File: config.mk
export PLATFORM = sky130hd
export DESIGN_NAME = segmented_address_generator
export DESIGN_NICKNAME = d
export VERILOG_FILES = /design/src/verilog/seg_addr_pkg.sv /design/src/verilog/segmented_address_generator.sv
export SDC_FILE = /design/constraint.sdc
export NUM_CORES = 1
export LEC_CHECK = 0
export BUFFER_PORTS_ARGS = -buffer_cell sky130_fd_sc_hd__buf_2
export CAP_MARGIN = 5
export CORE_MARGIN = 2
export CORE_UTILIZATION = 35
export CTS_BUF_LIST = sky130_fd_sc_hd__clkbuf_16
export DETAILED_ROUTE_END_ITERATION = 16
export GPL_TIMING_DRIVEN = 0
export PLACE_DENSITY = 0.6
export SLEW_MARGIN = 10
export SYNTH_ARGS = -nofsm -noshare
export SYNTH_HDL_FRONTEND = slang
export SYNTH_SLANG_ARGS = --single-unit
File: constraint.sdc
create_clock -name i_clk -period 6.3 [get_ports i_clk]
set_input_delay 0.315 -clock i_clk [delete_from_list [all_inputs] [get_ports i_clk]]
set_output_delay 0.315 -clock i_clk [all_outputs]
set_load 0.02 [all_outputs]
File: src/verilog/seg_addr_pkg.sv
// constants and types for the segmented address generator
package seg_addr_pkg;
    localparam int OFS_W = 16;
    localparam int PHYS_W = 20;
    localparam int SEG_SHIFT = 4;
    localparam int MEM_BYTES = 1048576;
    localparam logic [PHYS_W-1:0] PHYS_ZERO = 20'h00000;
    localparam logic [OFS_W-1:0] OFS_ZERO = 16'h0000;
    localparam logic [OFS_W-1:0] STEP_BYTE = 16'h0001;
    localparam logic [OFS_W-1:0] STEP_WORD = 16'h0002;
    localparam logic [PHYS_W-1:0] PHYS_ONE = 20'h00001;
    localparam logic [PHYS_W-1:0] PHYS_TWO = 20'h00002;
    localparam logic [PHYS_W-1:0] PHYS_THREE = 20'h00003;
    localparam logic [1:0] BYTE_LANE0 = 2'h0;
    localparam logic [1:0] BYTE_LANE1 = 2'h1;
    localparam logic [1:0] BYTE_LANE2 = 2'h2;
    localparam logic [1:0] BYTE_LANE3 = 2'h3;

    // kind of memory reference issued by the execution logic
    typedef enum logic [2:0] {
        REF_FETCH = 3'h0,
        REF_STACK = 3'h1,
        REF_VAR = 3'h2,
        REF_STR_SRC = 3'h3,
        REF_STR_DST = 3'h4,
        REF_BASE_PTR = 3'h5
    } ref_kind_t;

    // segment selection for an override prefix
    typedef enum logic [1:0] {
        SEG_EXTRA = 2'h0,
        SEG_CODE = 2'h1,
        SEG_STACK = 2'h2,
        SEG_DATA = 2'h3
    } seg_sel_t;
endpackage

File: src/verilog/segmented_address_generator.sv
// segmented physical address generator with byte ordering for words and pointers
`timescale 1ns/1ps

module segmented_address_generator
(
    input wire logic i_clk,
    input wire logic i_nrst,
    input wire logic i_ce,
    // segment bases
    input wire logic [seg_addr_pkg::OFS_W-1:0] i_code_seg_base,
    input wire logic [seg_addr_pkg::OFS_W-1:0] i_stack_seg_base,
    input wire logic [seg_addr_pkg::OFS_W-1:0] i_data_seg_base,
    input wire logic [seg_addr_pkg::OFS_W-1:0] i_extra_seg_base,
    // offset sources
    input wire logic [seg_addr_pkg::OFS_W-1:0] i_instruction_pointer,
    input wire logic [seg_addr_pkg::OFS_W-1:0] i_stack_pointer,
    input wire logic [seg_addr_pkg::OFS_W-1:0] i_effective_address,
    input wire logic [seg_addr_pkg::OFS_W-1:0] i_source_index,
    input wire logic [seg_addr_pkg::OFS_W-1:0] i_destination_index,
    // request
    input wire logic i_req,
    input wire seg_addr_pkg::ref_kind_t i_ref_kind,
    input wire logic [seg_addr_pkg::OFS_W-1:0] i_disp,
    // override prefix and instruction boundary
    input wire logic i_prefix_valid,
    input wire seg_addr_pkg::seg_sel_t i_prefix_seg,
    input wire logic i_instr_end,
    // string stepping
    input wire logic i_str_step,
    input wire logic i_str_word,
    input wire logic i_direction_control_flag,
    input wire logic i_src_load,
    input wire logic i_dst_load,
    // word and pointer data to store
    input wire logic [seg_addr_pkg::OFS_W-1:0] i_word_data,
    input wire logic [seg_addr_pkg::OFS_W-1:0] i_ptr_seg_data,
    // outputs
    output logic o_addr_valid,
    output logic [seg_addr_pkg::PHYS_W-1:0] o_phys_addr,
    output logic [seg_addr_pkg::PHYS_W-1:0] o_phys_addr_hi,
    output logic [seg_addr_pkg::OFS_W-1:0] o_offset,
    output seg_addr_pkg::seg_sel_t o_seg_used,
    output logic [7:0] o_byte0,
    output logic [7:0] o_byte1,
    output logic [7:0] o_byte2,
    output logic [7:0] o_byte3,
    output logic o_override_pending,
    output logic [seg_addr_pkg::OFS_W-1:0] o_source_index,
    output logic [seg_addr_pkg::OFS_W-1:0] o_destination_index
);
    import seg_addr_pkg::*;

    // physical address from a base and offset, high carry dropped
    function automatic logic [PHYS_W-1:0] phys_of(input logic [OFS_W-1:0] base,
                                                  input logic [OFS_W-1:0] ofs);
        logic [PHYS_W-1:0] shifted;
        shifted = {base, {SEG_SHIFT{1'b0}}};
        phys_of = shifted + {{(PHYS_W-OFS_W){1'b0}}, ofs};
    endfunction

    // base value of a selected segment
    function automatic logic [OFS_W-1:0] base_of(input seg_sel_t sel,
                                                 input logic [OFS_W-1:0] cs,
                                                 input logic [OFS_W-1:0] ss,
                                                 input logic [OFS_W-1:0] ds,
                                                 input logic [OFS_W-1:0] es);
        case (sel)
            SEG_CODE: base_of = cs;
            SEG_STACK: base_of = ss;
            SEG_DATA: base_of = ds;
            default: base_of = es;
        endcase
    endfunction

    logic ovr_valid_reg;
    seg_sel_t ovr_seg_reg;
    logic [OFS_W-1:0] si_reg;
    logic [OFS_W-1:0] di_reg;
    logic [OFS_W-1:0] step;
    seg_sel_t seg_next;
    logic [OFS_W-1:0] ofs_next;
    logic [OFS_W-1:0] ofs_hi;
    logic ovr_now;
    seg_sel_t ovr_sel;

    // a prefix in the same cycle as the request counts at once
    assign ovr_now = i_prefix_valid | ovr_valid_reg;
    assign ovr_sel = i_prefix_valid ? i_prefix_seg : ovr_seg_reg;
    assign step = i_str_word ? STEP_WORD : STEP_BYTE;
    assign ofs_hi = ofs_next + STEP_WORD;

    // default segment, offset source and override per reference kind
    always_comb
    begin
        seg_next = SEG_DATA;
        ofs_next = i_effective_address;
        case (i_ref_kind)
            REF_FETCH:
            begin
                seg_next = SEG_CODE;
                ofs_next = i_instruction_pointer;
            end
            REF_STACK:
            begin
                seg_next = SEG_STACK;
                ofs_next = i_stack_pointer;
            end
            REF_VAR:
            begin
                seg_next = ovr_now ? ovr_sel : SEG_DATA;
                ofs_next = i_effective_address + i_disp;
            end
            REF_STR_SRC:
            begin
                seg_next = ovr_now ? ovr_sel : SEG_DATA;
                ofs_next = si_reg;
            end
            REF_STR_DST:
            begin
                seg_next = SEG_EXTRA;
                ofs_next = di_reg;
            end
            REF_BASE_PTR:
            begin
                seg_next = ovr_now ? ovr_sel : SEG_STACK;
                ofs_next = i_effective_address + i_disp;
            end
            default:
            begin
                seg_next = SEG_DATA;
                ofs_next = i_effective_address;
            end
        endcase
    end

    // override prefix held until the following instruction ends
    always_ff @(posedge i_clk or negedge i_nrst)
    begin
        if (!i_nrst)
        begin
            ovr_valid_reg <= 1'b0;
            ovr_seg_reg <= SEG_DATA;
        end
        else if (i_ce)
        begin
            if (i_prefix_valid)
            begin
                ovr_valid_reg <= 1'b1;
                ovr_seg_reg <= i_prefix_seg;
            end
            else if (i_instr_end)
            begin
                ovr_valid_reg <= 1'b0;
            end
        end
    end

    // string index registers, loaded or stepped by element size
    always_ff @(posedge i_clk or negedge i_nrst)
    begin
        if (!i_nrst)
        begin
            si_reg <= OFS_ZERO;
            di_reg <= OFS_ZERO;
        end
        else if (i_ce)
        begin
            if (i_src_load)
            begin
                si_reg <= i_source_index;
            end
            else if (i_str_step)
            begin
                si_reg <= i_direction_control_flag ? si_reg - step : si_reg + step;
            end
            if (i_dst_load)
            begin
                di_reg <= i_destination_index;
            end
            else if (i_str_step)
            begin
                di_reg <= i_direction_control_flag ? di_reg - step : di_reg + step;
            end
        end
    end

    // registered address outputs, any byte alignment accepted
    always_ff @(posedge i_clk or negedge i_nrst)
    begin
        if (!i_nrst)
        begin
            o_addr_valid <= 1'b0;
            o_phys_addr <= PHYS_ZERO;
            o_phys_addr_hi <= PHYS_ZERO;
            o_offset <= OFS_ZERO;
            o_seg_used <= SEG_DATA;
        end
        else if (i_ce)
        begin
            o_addr_valid <= i_req;
            if (i_req)
            begin
                o_phys_addr <= phys_of(base_of(seg_next, i_code_seg_base, i_stack_seg_base,
                                               i_data_seg_base, i_extra_seg_base), ofs_next);
                o_phys_addr_hi <= phys_of(base_of(seg_next, i_code_seg_base, i_stack_seg_base,
                                                  i_data_seg_base, i_extra_seg_base), ofs_hi);
                o_offset <= ofs_next;
                o_seg_used <= seg_next;
            end
        end
    end

    // byte lanes: word low byte first, pointer offset then segment
    always_ff @(posedge i_clk or negedge i_nrst)
    begin
        if (!i_nrst)
        begin
            o_byte0 <= 8'h00;
            o_byte1 <= 8'h00;
            o_byte2 <= 8'h00;
            o_byte3 <= 8'h00;
        end
        else if (i_ce)
        begin
            o_byte0 <= i_word_data[7:0];
            o_byte1 <= i_word_data[15:8];
            o_byte2 <= i_ptr_seg_data[7:0];
            o_byte3 <= i_ptr_seg_data[15:8];
        end
    end

    // mirrors of internal state
    always_ff @(posedge i_clk or negedge i_nrst)
    begin
        if (!i_nrst)
        begin
            o_override_pending <= 1'b0;
            o_source_index <= OFS_ZERO;
            o_destination_index <= OFS_ZERO;
        end
        else if (i_ce)
        begin
            o_override_pending <= i_prefix_valid | (ovr_valid_reg & ~i_instr_end);
            o_source_index <= i_src_load ? i_source_index
                : (i_str_step ? (i_direction_control_flag ? si_reg - step : si_reg + step)
                : si_reg);
            o_destination_index <= i_dst_load ? i_destination_index
                : (i_str_step ? (i_direction_control_flag ? di_reg - step : di_reg + step)
                : di_reg);
        end
    end

    // fetch always lands in the code segment one cycle later
    property p_fetch_code;
        @(posedge i_clk) disable iff (!i_nrst)
        (i_ce && i_req && i_ref_kind == REF_FETCH) |=> (o_seg_used == SEG_CODE);
    endproperty
    a_fetch_code: assert property (p_fetch_code) else $error("fetch not in code segment");

    property p_stack_seg;
        @(posedge i_clk) disable iff (!i_nrst)
        (i_ce && i_req && i_ref_kind == REF_STACK) |=> (o_seg_used == SEG_STACK);
    endproperty
    a_stack_seg: assert property (p_stack_seg) else $error("stack not in stack segment");

    property p_dst_extra;
        @(posedge i_clk) disable iff (!i_nrst)
        (i_ce && i_req && i_ref_kind == REF_STR_DST) |=> (o_seg_used == SEG_EXTRA);
    endproperty
    a_dst_extra: assert property (p_dst_extra) else $error("string dest not extra");

    property p_var_default;
        @(posedge i_clk) disable iff (!i_nrst)
        (i_ce && i_req && i_ref_kind == REF_VAR && !ovr_now) |=> (o_seg_used == SEG_DATA);
    endproperty
    a_var_default: assert property (p_var_default) else $error("variable default wrong");

    property p_bp_default;
        @(posedge i_clk) disable iff (!i_nrst)
        (i_ce && i_req && i_ref_kind == REF_BASE_PTR && !ovr_now) |=> (o_seg_used == SEG_STACK);
    endproperty
    a_bp_default: assert property (p_bp_default) else $error("base pointer default wrong");

    property p_override_ends;
        @(posedge i_clk) disable iff (!i_nrst)
        (i_ce && i_instr_end && !i_prefix_valid) |=> !o_override_pending;
    endproperty
    a_override_ends: assert property (p_override_ends) else $error("override outlived instr");

    property p_addr_form;
        @(posedge i_clk) disable iff (!i_nrst)
        (i_ce && i_req && i_ref_kind == REF_FETCH) |=>
        (o_phys_addr == {$past(i_code_seg_base), 4'h0} + {4'h0, $past(i_instruction_pointer)});
    endproperty
    a_addr_form: assert property (p_addr_form) else $error("physical address wrong");

    property p_step_dir;
        @(posedge i_clk) disable iff (!i_nrst)
        (i_ce && i_str_step && !i_src_load && i_direction_control_flag && !i_str_word) |=>
        (si_reg == $past(si_reg) - STEP_BYTE);
    endproperty
    a_step_dir: assert property (p_step_dir) else $error("index step wrong");

    property p_hi_word;
        @(posedge i_clk) disable iff (!i_nrst)
        o_addr_valid |-> (o_phys_addr_hi - o_phys_addr == PHYS_TWO) || (o_offset > 16'hfffd);
    endproperty
    a_hi_word: assert property (p_hi_word) else $error("pointer high word address wrong");

    // word element stepping upward moves the destination index by two
    property p_dst_step;
        @(posedge i_clk) disable iff (!i_nrst)
        (i_ce && i_str_step && !i_dst_load && !i_direction_control_flag && i_str_word) |=>
        (di_reg == $past(di_reg) + STEP_WORD);
    endproperty
    a_dst_step: assert property (p_dst_step) else $error("destination step wrong");

    // a held prefix steers the string source until the instruction ends
    property p_src_override;
        @(posedge i_clk) disable iff (!i_nrst)
        (i_ce && i_req && i_ref_kind == REF_STR_SRC && ovr_valid_reg && !i_prefix_valid) |=>
        (o_seg_used == $past(ovr_seg_reg));
    endproperty
    a_src_override: assert property (p_src_override) else $error("source override lost");

    // low byte of a word goes to the lower lane, high byte to the next
    property p_word_order;
        @(posedge i_clk) disable iff (!i_nrst)
        (i_ce && i_nrst) |=> ({o_byte1, o_byte0} == $past(i_word_data));
    endproperty
    a_word_order: assert property (p_word_order) else $error("word byte order wrong");
endmodule
==> results of run 1 <==
## area by class of cell
type | instances | area (um^2) | share of cell area, %
Buffer | 51 | 242.7 | 1.981
Clock inverter | 15 | 148.9 | 1.215
Multi-Input combinational cell | 862 | 6095 | 49.73
Antenna cell | 10 | 25.02 | 0.2042
Timing Repair Buffer | 328 | 1675 | 13.67
Clock buffer | 17 | 425.4 | 3.471
Inverter | 42 | 157.7 | 1.286
Sequential cell | 122 | 3058 | 24.95
Tap cell | 341 | 426.7 | 3.482
## cells by family after synthesis
kind of cell	Yosys count	share of synthesized area, %
compound gates	327	21.98
xor+xnor	73	6.693
fa+ha+maj	75	10.22
buf+inv	93	4.191
flops	122	32.01
mux	92	10.27
simple gates	295	14.64
## how the worst min path moves through the flow
| stage | start | to | slack (ns) |
|---|---|---|---|
| finish | i_ptr_seg_data[5] | o_byte2[5] | 0.12 |
| global route | i_word_data[0] | o_byte0[0] | 0.11 |
| CTS | i_ptr_seg_data[5] | o_byte2[5] | 0.10 |
| detailed placement | i_nrst | o_source_index[13] | 0.30 |
| global placement | o_phys_addr_hi[16] | o_phys_addr_hi[16] | 0.46 |
| floorplan | i_nrst | di_reg[0] | 0.02 |
## metal layers
metal / GRT usage, % / routed length (um) / vias to the layer above
met4: 7.767 / 785 / 12
met3: 6.227 / 2585 / 58
met1: 29.21 / 14130 / 4469
met5: 0 / 83 / -
li1: - / - / 4603
met2: 39.45 / 16150 / 326
## power groups by stage
stage | Clock [mW] | Sequential (mW) | Combinational, mW
6_report | 0.996 | 1.15 | 1.92
3_5_place_dp | 0 | 1.17 | 1.91
5_1_grt | 1.05 | 1.18 | 2.12
4_1_cts | 1.02 | 1.15 | 1.92
3_3_place_gp | 0 | 1.16 | 1.89
2_1_floorplan | 0 | 1.37 | 1.07
## worst register-to-register path, cell delays in order, from the launching register on
cell and delay (ns):
dfrtp_1 0.42, nor3b_1 0.25, o21ai_0 0.13, a22oi_2 0.71, clkbuf_1 0.44, buf_2 0.34
buf_4 0.26, mux2i_1 0.24, a21oi_1 0.17, ha_1 0.26, a21o_1 0.16, a21oi_1 0.20
o21ai_0 0.15, o41ai_1 0.58, o21ai_0 0.24, o21ai_0 0.33, nor2b_1 0.10, xnor2_1 0.15
o21ai_0 0.09
## stage by stage
step | instance area, um^2 | hold slack [ns] | total power [mW]
after floorplan | 9553 | 0.01941 | 2.440
after global placement | 11610 | 0.4600 | 3.052
after detailed placement | 11640 | 0.3002 | 3.076
after CTS | 12230 | 0.1040 | 4.089
after global routing | 12240 | 0.1098 | 4.349
final | 12250 | 0.1179 | 4.071
## Yosys cell counts, drive strengths merged (3+ instances only)
cell     instances
clkbuf          28
inv             41
o31ai           10
and3             3
fa               5
o21ai          110
a31oi           14
a21boi           3
nor2            70
o41ai            4
mux2            45
a211oi          20
ha              70
a21o            14
xor2            27
o211ai           6
mux2i           47
nor3            25
o22ai            5
nand2b           9
a221oi           9
a22oi           10
buf             23
o21a            13
dfrtp          118
nor2b           27
o21bai           6
a22o             3
a21oi           76
or2              6
dfstp            4
nand2          114
nor3b            4
nand3           15
o2bb2ai          3
xnor2           46
or3              8
and2             5
==> metrics.txt, run 1 <==
Tcrit/Tclk final 84.84%; Post-Syn Instances 1077; via/cell ratio 5.295; Vias 9468; critical-path maximum fanout 10; Initial Util 35.54%; Avg WL per Cell 18.87 um; Detail Route Antenna Nets 0; Critical Path End o_phys_addr[17]; Comb power frac 47.2%; Area growth syn-to-layout 28.28%; CTS tree built; Hold Path Stages 2; asr flop ratio synth 100.0%; Post-Syn Area 9553 um^2; overall global routing resource usage 23.44%; crit end category flip-flop; leading cell types in the layout, fill and taps excluded 333 x buf_2, 118 x dfrtp_1, 114 x nand2_1; Max-Cap Viols 0; drt total wl 33740 um; CP cell instances nor3b_1 -> o21ai_0 -> a22oi_2 -> clkbuf_1 -> buf_2 -> buf_4 -> mux2i_1 -> a21oi_1 -> ha_1 -> a21o_1 -> a21oi_1 -> o21ai_0 -> o41ai_1 -> o21ai_0 -> o21ai_0 -> nor2b_1 -> xnor2_1 -> o21ai_0; # fillers 2678; part of the power in the clock network 24.5%; register-to-register setup slack 0.96 ns; clk sinks 122; worst min path class primary input to flip-flop; Slew Viols, Final 0; die area 28630 um^2; Seq cells post-synth 122; WP data arrival 5.64 ns; first-pass GRT wire length 51360 um; core area 26880 um^2; Max-slew headroom 34.45%; Yosys top cell area share 30.91%; WP data required 6.59 ns; Synth area leaders dfrtp_1 31%, ha_1 9.2%, o21ai_0 5.6%; top flop regs o_phys_addr x20, o_phys_addr_hi x19; Port Buffer Count 326; Worst-path clk slew 0.07 ns; Post-CTS Setup Bufs 0; gpl congestion 0.9246; Post-CTS Hold Fix Bufs 1; Synth cell types 80; layout cells sized above 1 31.25%; drc violations 0; post-route setup slack 0.9552 ns; P_int 2.338 mW; Clock Root Buffer clkbuf_16; H-tree lvl count 4; fin util 45.60%; worst-margin pin slew 0.9832 ns; final hold violations 0; Critical Path Start ovr_valid_reg; initial antenna violation count 16; total global routing overflow 0; vias in the first global route 9189; cell mode on critical path o21ai_0; Num CTS Buffers 17; die height 169.2 um; Lkg Pwr 5.872 nW; Reg with most FFs o_phys_addr; placed instance count 1745; post-CTS resize count 0; Sw Share 42.58%; row count 60; Max VDD drop 0.1517 mV; Longest Clk Path Bufs 2; Synth Net Count 1360; outcome finished clean; fmax 0.1871 GHz; number of flip-flops in the largest register 20; TritonRoute pass-1 iters 6; NumNets Final 1707; RR Endpoint o_phys_addr[17]; sequential power share 28.3%; Post-synth EDFFs 0; Die W 169.2 um; Worst Skew 0.01433 ns; RSZ-0062 raised after global routing no; NetSw 1.734 mW; DPL Wire Length 27260 um; CP Depth 18; Critical Path Slowest Stage Cell a22oi_2; Post-Layout Cell Count 1788; pin count of the biggest net entering global routing 76; Setup Slack @ Placement 0.8399 ns; Ports 332; Worst Reg-to-Reg Cells 18; WP buf/inv 3; setup TNS 0 ns; reg2reg start ovr_valid_reg; delay of the slowest critical-path stage 0.71 ns; Worst-Skew Late Latency 0.43 ns; CP Launch Type flip-flop; PwrDens 332.2 nW/um^2; Final Setup Violations 0; Synth Area per Inst 8.870 um^2; most common cell after layout, fill and taps aside buf_2; sequential area share after synthesis 32.01%; synth warn 0; Top delay family on crit path compound AO/OA/AOI/OAI gates; area leader, netlist dfrtp_1; crit path time final 5.345 ns; Main synth FF type dfrtp_1; CP Class flip-flop to flip-flop; Iter 0 DRT Violations 553
Note: power is estimated with default switching activity, not from simulation.
==> run 2: changes to the inputs <==
==> constraint.sdc (replaced) <==
create_clock -name i_clk -period 5.45 [get_ports i_clk]
set_input_delay 0.2725 -clock i_clk [delete_from_list [all_inputs] [get_ports i_clk]]
set_output_delay 0.2725 -clock i_clk [all_outputs]
set_load 0.02 [all_outputs]
==> metrics.txt, run 2 (synthesized netlist as in run 1, its figures left out) <==
Longest Clk Path Bufs 2 (unchanged); Area growth syn-to-layout 28.40% (was 28.28%); fin util 45.64% (was 45.60%); die area 28630 um^2 (unchanged); pin count of the biggest net entering global routing 76 (unchanged); worst-margin pin slew 0.9242 ns (was 0.9832 ns); critical-path maximum fanout 5 (was 10); most common cell after layout, fill and taps aside buf_2 (unchanged); reg2reg start ovr_valid_reg (unchanged); clk sinks 122 (unchanged); Critical Path Start i_effective_address[0] (was ovr_valid_reg); Post-Layout Cell Count 1790 (was 1788); Final Power 4.708 mW (was 4.071 mW); setup TNS 0 ns (unchanged); Comb power frac 47.2% (about the same); Clock Root Buffer clkbuf_16 (unchanged); RR Endpoint o_phys_addr_hi[15] (was o_phys_addr[17]); crit end category flip-flop (unchanged); Hold Path Stages 2 (unchanged); TritonRoute pass-1 iters 4 (was 6); total global routing overflow 0 (unchanged); Detail Route Antenna Nets 0 (unchanged); first-pass GRT wire length 51360 um (unchanged); Max-slew headroom 38.39% (was 34.45%); drt total wl 33740 um (about the same); NumNets Final 1708 (was 1707); RSZ-0062 raised after global routing no (unchanged); Worst Reg-to-Reg Cells 18 (unchanged); Vias 9461 (was 9468); met1 usage 29.21% (unchanged); final hold violations 0 (unchanged); Sw Share 42.57% (was 42.58%); Tcrit/Tclk final 87.99%; PwrDens 383.8 nW/um^2 (was 332.2 nW/um^2); gpl congestion 0.9246 (unchanged); crit path time final 4.795 ns; WP data arrival 5.07 ns (was 5.64 ns); register-to-register setup slack 0.69 ns (was 0.96 ns); Iter 0 DRT Violations 532 (was 553); Final Setup Violations 0 (unchanged); leading cell types in the layout, fill and taps excluded 333 x buf_2, 118 x dfrtp_1, 114 x nand2_1 (unchanged); grt met3 use 6.227% (unchanged); sequential power share 28.3% (about the same); Worst Skew 0.01413 ns (was 0.01433 ns); outcome finished clean (unchanged); fmax 0.2085 GHz; Initial Util 35.54% (unchanged); Max VDD drop 0.1759 mV (was 0.1517 mV); NetSw 2.004 mW (was 1.734 mW); Slew Viols, Final 0 (unchanged); P_int 2.704 mW (was 2.338 mW); WP data required 5.73 ns (was 6.59 ns); CP Launch Type primary input (was flip-flop); CP Class primary input to flip-flop (was flip-flop to flip-flop); Reg with most FFs o_phys_addr (unchanged); row count 60 (unchanged); layout cells sized above 1 31.36% (was 31.25%); drc violations 0 (unchanged); die height 169.2 um (unchanged); Worst-Skew Late Latency 0.43 ns (about the same); CTS tree built (unchanged); M2 GR Usage 39.45% (unchanged); initial antenna violation count 16 (unchanged); placed instance count 1745 (unchanged); Worst-path clk slew 0.06 ns (was 0.07 ns); Port Buffer Count 326 (unchanged); Lkg Pwr 5.879 nW (was 5.872 nW); Num CTS Buffers 17 (unchanged); Max-Cap Viols 0 (unchanged); part of the power in the clock network 24.4% (was 24.5%); Critical Path End o_phys_addr_hi[15] (was o_phys_addr[17]); overall global routing resource usage 23.44% (unchanged); DPL Wire Length 27260 um (unchanged); vias in the first global route 9189 (unchanged); H-tree lvl count 4 (unchanged); Die W 169.2 um (unchanged); number of flip-flops in the largest register 20 (unchanged); via/cell ratio 5.285 (was 5.295); top flop regs o_phys_addr x20, o_phys_addr_hi x19 (unchanged); worst min path class primary input to flip-flop (unchanged); Ports 332 (unchanged); Avg WL per Cell 18.85 um (was 18.87 um); Most Used Layer, Global Route met2 (unchanged); core area 26880 um^2 (unchanged)
## run 2: changes by cell type in the layout (fill, tap and decap cells not counted), sizes merged
cell and delta:
buf +1, diode +1
## run 2: worst min path at each step
| stage | from | endpoint |
|---|---|---|
| final | i_ptr_seg_data[5] | o_byte2[5] |
| after global routing | i_word_data[0] | o_byte0[0] |
| after CTS | i_ptr_seg_data[5] | o_byte2[5] |
| after detailed placement | i_nrst | o_source_index[13] |
| after global placement | o_phys_addr_hi[16] | o_phys_addr_hi[16] |
| after floorplan | i_nrst | di_reg[0] |
## run 2: routing by layer
| layer | routed length (um) | part of all wire (%) |
|---|---|---|
| met1 | 14170 | 42 |
| met2 | 16200 | 48 |
| met3 | 2534 | 7.5 |
| met4 | 753 | 2.2 |
| met5 | 83 | 0.25 |
## run 2: final cells by class
cell class	instances	area [um^2]
diodes	11	27.53
plain buffers	51	244.0
clock buffers	17	425.4
clock inverters	15	148.9
fillers	2679	14610
inverters	42	157.7
multi-input cells	862	6095
flip-flops and latches	122	3058
well taps	341	426.7
repair buffers	329	1683
## run 2: worst max-delay path, cell delays in order
cell and delay, ns:
buf_2 0.11, ha_1 0.20, inv_1 0.07, fa_1 0.23
nor2b_1 0.09, o31ai_2 0.40, nand2b_1 0.10, a21oi_1 0.18
xnor2_1 0.08, a221oi_1 0.79, or2_1 0.31, nor3_1 0.08
xor2_1 0.18, ha_1 0.37, nand2_1 0.08, o21ai_0 0.10
o41ai_1 0.63, o21a_1 0.28, nand2b_1 0.07, a21oi_1 0.18
xor2_1 0.16, o21ai_0 0.10
## run 2: stage by stage
| stage | instance area [um^2] | hold WS, ns | worst slack [ns] |
|---|---|---|---|
| 2_1_floorplan | 9553 | -0.02309 | 1.292 |
| 3_3_place_gp | 11610 | 0.4600 | 0.05459 |
| 3_5_place_dp | 11640 | 0.2577 | 0.03237 |
| 4_1_cts | 12230 | 0.06146 | 0.02095 |
| 5_1_grt | 12250 | 0.06729 | 0.1435 |
| 6_report | 12270 | 0.07837 | 0.6545 |
## run 2: power groups by stage
stage / Combinational (mW) / Clock (mW) / Sequential, mW
floorplan: 1.24 / 0 / 1.58
global placement: 2.18 / 0 / 1.34
detailed placement: 2.21 / 0 / 1.35
CTS: 2.22 / 1.17 / 1.33
global route: 2.45 / 1.22 / 1.37
finish: 2.22 / 1.15 / 1.33
## run 2: repair_timing
item | CTS | global route
hold endpoints to repair | 45 | 0
setup buffers | 0 | 1
hold buffers | 1 | 0
endpoints found under the setup margin | 0 | 15
gates resized for setup | 0 | 2
==> run 3: changes to the inputs <==
--- a/config.mk
+++ b/config.mk
@@ -5,11 +5,13 @@
 export SDC_FILE = /design/constraint.sdc
 export NUM_CORES = 1
 export LEC_CHECK = 0
+export ABC_AREA = 1
 export BUFFER_PORTS_ARGS = -buffer_cell sky130_fd_sc_hd__buf_2
 export CAP_MARGIN = 5
 export CORE_MARGIN = 2
 export CORE_UTILIZATION = 35
 export CTS_BUF_LIST = sky130_fd_sc_hd__clkbuf_16
+export CTS_CLUSTER_SIZE = 20
 export DETAILED_ROUTE_END_ITERATION = 16
 export GPL_TIMING_DRIVEN = 0
 export PLACE_DENSITY = 0.6
@@ -17,3 +19,4 @@
 export SYNTH_ARGS = -nofsm -noshare
 export SYNTH_HDL_FRONTEND = slang
 export SYNTH_SLANG_ARGS = --single-unit
+export TNS_END_PERCENT = 1
==> metrics.txt, run 3 <==
Reg area 3058 um^2 (unchanged); H-tree lvl count 4 (unchanged); Area growth syn-to-layout 27.68% (was 28.40%); Slew Viols, Final 0 (unchanged); Iter 0 DRT Violations 781 (was 532); most common cell after layout, fill and taps aside nand2_1 (was buf_2); Max-Cap Viols 0 (unchanged); core area 27860 um^2 (was 26880 um^2); number of flip-flops in the largest register 20 (unchanged); area leader, netlist dfrtp_1 (unchanged); Post-Syn Instances 1452 (was 1077); Max-slew headroom 51.87% (was 38.39%); clk sinks 122 (unchanged); Reg with most FFs o_phys_addr (unchanged); Seq cells post-synth 122 (unchanged); CP Launch Type primary input (unchanged); final hold violations 0 (unchanged); Multi-input gate area 6073 um^2 (was 6095 um^2); Ports 332 (unchanged); die height 172.4 um (was 169.2 um); crit end category flip-flop (unchanged); fmax 0.2518 GHz (was 0.2085 GHz); critical-path maximum fanout 6 (was 5); Detail Route Antenna Nets 0 (unchanged); Tcrit/Tclk final 72.88% (was 87.99%); WP data arrival 4.27 ns (was 5.07 ns); Main synth FF type dfrtp_1 (unchanged); commonest cells in the netlist 485 x nand2_1, 138 x inv_1, 118 x dfrtp_1, 108 x o21ai_0, 100 x nand3_1 (was 118 x dfrtp_1, 114 x nand2_1, 107 x o21ai_0, 76 x a21oi_1, 70 x ha_1); Worst-path clk slew 0.07 ns (was 0.06 ns); drc violations 0 (unchanged); setup TNS 0 ns (unchanged); via/cell ratio 5.054 (was 5.285); layout cells sized above 1 24.12% (was 31.36%); sequential area share after synthesis 30.82% (was 32.01%); Post-CTS Setup Bufs 0 (unchanged); worst min path class primary input to flip-flop (unchanged); outcome finished clean (unchanged); vias in the first global route 10210 (was 9189); Die W 172.4 um (was 169.2 um); Worst-Skew Late Latency 0.43 ns (about the same); Max VDD drop 0.1755 mV (was 0.1759 mV); Initial Util 35.62% (was 35.54%); gpl congestion 0.9226 (was 0.9246); leading cell types in the layout, fill and taps excluded 485 x nand2_1, 334 x buf_2, 138 x inv_1 (was 333 x buf_2, 118 x dfrtp_1, 114 x nand2_1); Synth Net Count 1735 (was 1360); top flop regs o_phys_addr x20, o_phys_addr_hi x19 (unchanged); Clock Root Buffer clkbuf_16 (unchanged); Vias 11090 (was 9461); Synth area leaders dfrtp_1 30%, nand2_1 18%, ha_1 8.8% (was dfrtp_1 31%, ha_1 9.2%, o21ai_0 5.6%); Synth cell types 55 (was 80); NumNets Final 2086 (was 1708); pin count of the biggest net entering global routing 82 (was 76); Worst Skew 0.01335 ns (was 0.01413 ns); most numerous cell in the Yosys netlist nand2_1 (was dfrtp_1); DPL Wire Length 29450 um (was 27260 um); RSZ-0062 raised after global routing no (unchanged); Lkg Pwr 6.907 nW (was 5.879 nW); initial antenna violation count 4 (was 16); Post-Layout Cell Count 2195 (was 1790); first-pass GRT wire length 54800 um (was 51360 um); PwrDens 353.8 nW/um^2 (was 383.8 nW/um^2); WP data required 5.75 ns (was 5.73 ns); total global routing overflow 0 (unchanged); post-CTS resize count 0 (unchanged); synth warn 0 (unchanged); placed instance count 2161 (was 1745); asr flop ratio synth 100.0% (unchanged); Synth Area per Inst 6.834 um^2 (was 8.870 um^2); overall global routing resource usage 24.10% (was 23.44%); Post-Syn Area 9923 um^2 (was 9553 um^2); Port Buffer Count 330 (was 326); # fillers 2945 (was 2679); Num CTS Buffers 17 (unchanged); row count 61 (was 60); worst-margin pin slew 0.7220 ns (was 0.9242 ns); Post-synth EDFFs 0 (unchanged); Avg WL per Cell 16.65 um (was 18.85 um); CP Class primary input to flip-flop (unchanged); Yosys top cell area share 29.76% (was 30.91%); crit path time final 3.972 ns (was 4.795 ns); drt total wl 36550 um (was 33740 um); TritonRoute pass-1 iters 6 (was 4); CTS tree built (unchanged); die area 29710 um^2 (was 28630 um^2); Longest Clk Path Bufs 2 (unchanged); Final Setup Violations 0 (unchanged)
==> run 3: changes by cell type in the layout (fill, tap and decap cells not counted), moves of 27 or more <==
cell | previous run | this run
nand2_1 | 114 | 485
inv_1 | 40 | 138
nand3_1 | 15 | 100
mux2i_1 | 46 | 0
mux2_2 | 45 | 2
xnor2_1 | 46 | 17
nor2b_1 | 27 | 0
==> run 3: timing repair <==
item                                    4_1_cts  5_1_grt
hold buffers                                  1        0
endpoints found under the setup margin        0        0
endpoints found under the hold margin        41        0
==> run 3: through the flow <==
| step | setup WS [ns] | hold slack [ns] | utilization, % | power, mW | cell area [um^2] |
|---|---|---|---|---|---|
| floorplan | 2.073 | -0.02309 | - | 2.645 | 9923 |
| global route | 1.125 | 0.01952 | 45.47 | 4.812 | 12670 |
| CTS | 1.546 | 0.02004 | 45.47 | 4.500 | 12670 |
| finish | 1.478 | 0.03499 | 45.48 | 4.482 | 12670 |
| global placement | 1.124 | 0.4498 | 43.25 | 3.327 | 12050 |
| detailed placement | 1.093 | 0.2431 | 43.37 | 3.346 | 12080 |
==> run 3: where the power goes <==
part / leakage, nW / internal [mW] / switching, mW / total, mW
clock: 0.273 / 0.608 / 0.524 / 1.13
combinational: 5.16 / 0.745 / 1.34 / 2.09
sequential: 1.48 / 1.11 / 0.156 / 1.27
==> run 3: worst paths after layout <==
kind	from	to	slack, ns	depth (start not counted)
setup / recovery	i_disp[0]	o_phys_addr_hi[17]	1.48	28
hold / removal	i_word_data[5]	o_byte0[5]	0.03	3
setup reg to reg	ovr_valid_reg	o_phys_addr[14]	1.55	21
hold reg to reg	o_byte3[7]	o_byte3[7]	0.47	2
max in group asynchronous	i_nrst	ovr_seg_reg[1]	4.29	3
min in group asynchronous	i_nrst	o_source_index[13]	0.35	2
==> run 3: cell families (layout without fill, tap and decap cells) <==
group           Yosys count  after routing  share of synthesized area [%]
compound gates          277            277                          16.08
mux                       2              2                         0.2269
flops                   122            122                          30.82
other cells               0              1                              0
xor+xnor                 40             40                          3.530
simple gates            739            739                          31.53
fa+ha+maj                75             75                          9.835
buf+inv                 197            561                          7.981
==> run 3: layout make-up <==
cell class,instances,share of cell area (%)
flip-flops and latches,122,24.14
clock buffers,17,3.358
multi-input cells,1133,47.94
clock inverters,15,1.185
plain buffers,46,1.768
inverters,151,4.483
repair buffers,332,13.38
diodes,1,0.01975
well taps,378,3.733
==> run 3: per-layer routing <==
layer / GRT usage (%) / share of wire [%] / vias to the layer above
li1: - / - / 5499
met2: 39.34 / 47 / 405
met1: 32.35 / 44 / 5126
met4: 7.928 / 2.6 / 4
met5: 0 / 0.074 / -
met3: 4.051 / 5.9 / 59
==> run 3: critical path, stage by stage <==
cell and delay (ns):
buf_2 0.10, ha_1 0.27, inv_1 0.08, fa_1 0.41, inv_1 0.15, nand3_1 0.10
nand2_1 0.11, nand2_1 0.08, nand2_1 0.10, nand2_1 0.08, nand3_1 0.07, nand3_1 0.10
a21oi_1 0.45, nand2_1 0.10, nor2_1 0.14, nand2_1 0.07, nand2_1 0.05, nand2_1 0.08
ha_1 0.39, nand2_1 0.08, nor2_1 0.15, nand3_1 0.13, nand3_1 0.11, nand2_1 0.06
nand2_1 0.17, nand3_1 0.12, xnor2_1 0.15, o21ai_1 0.07
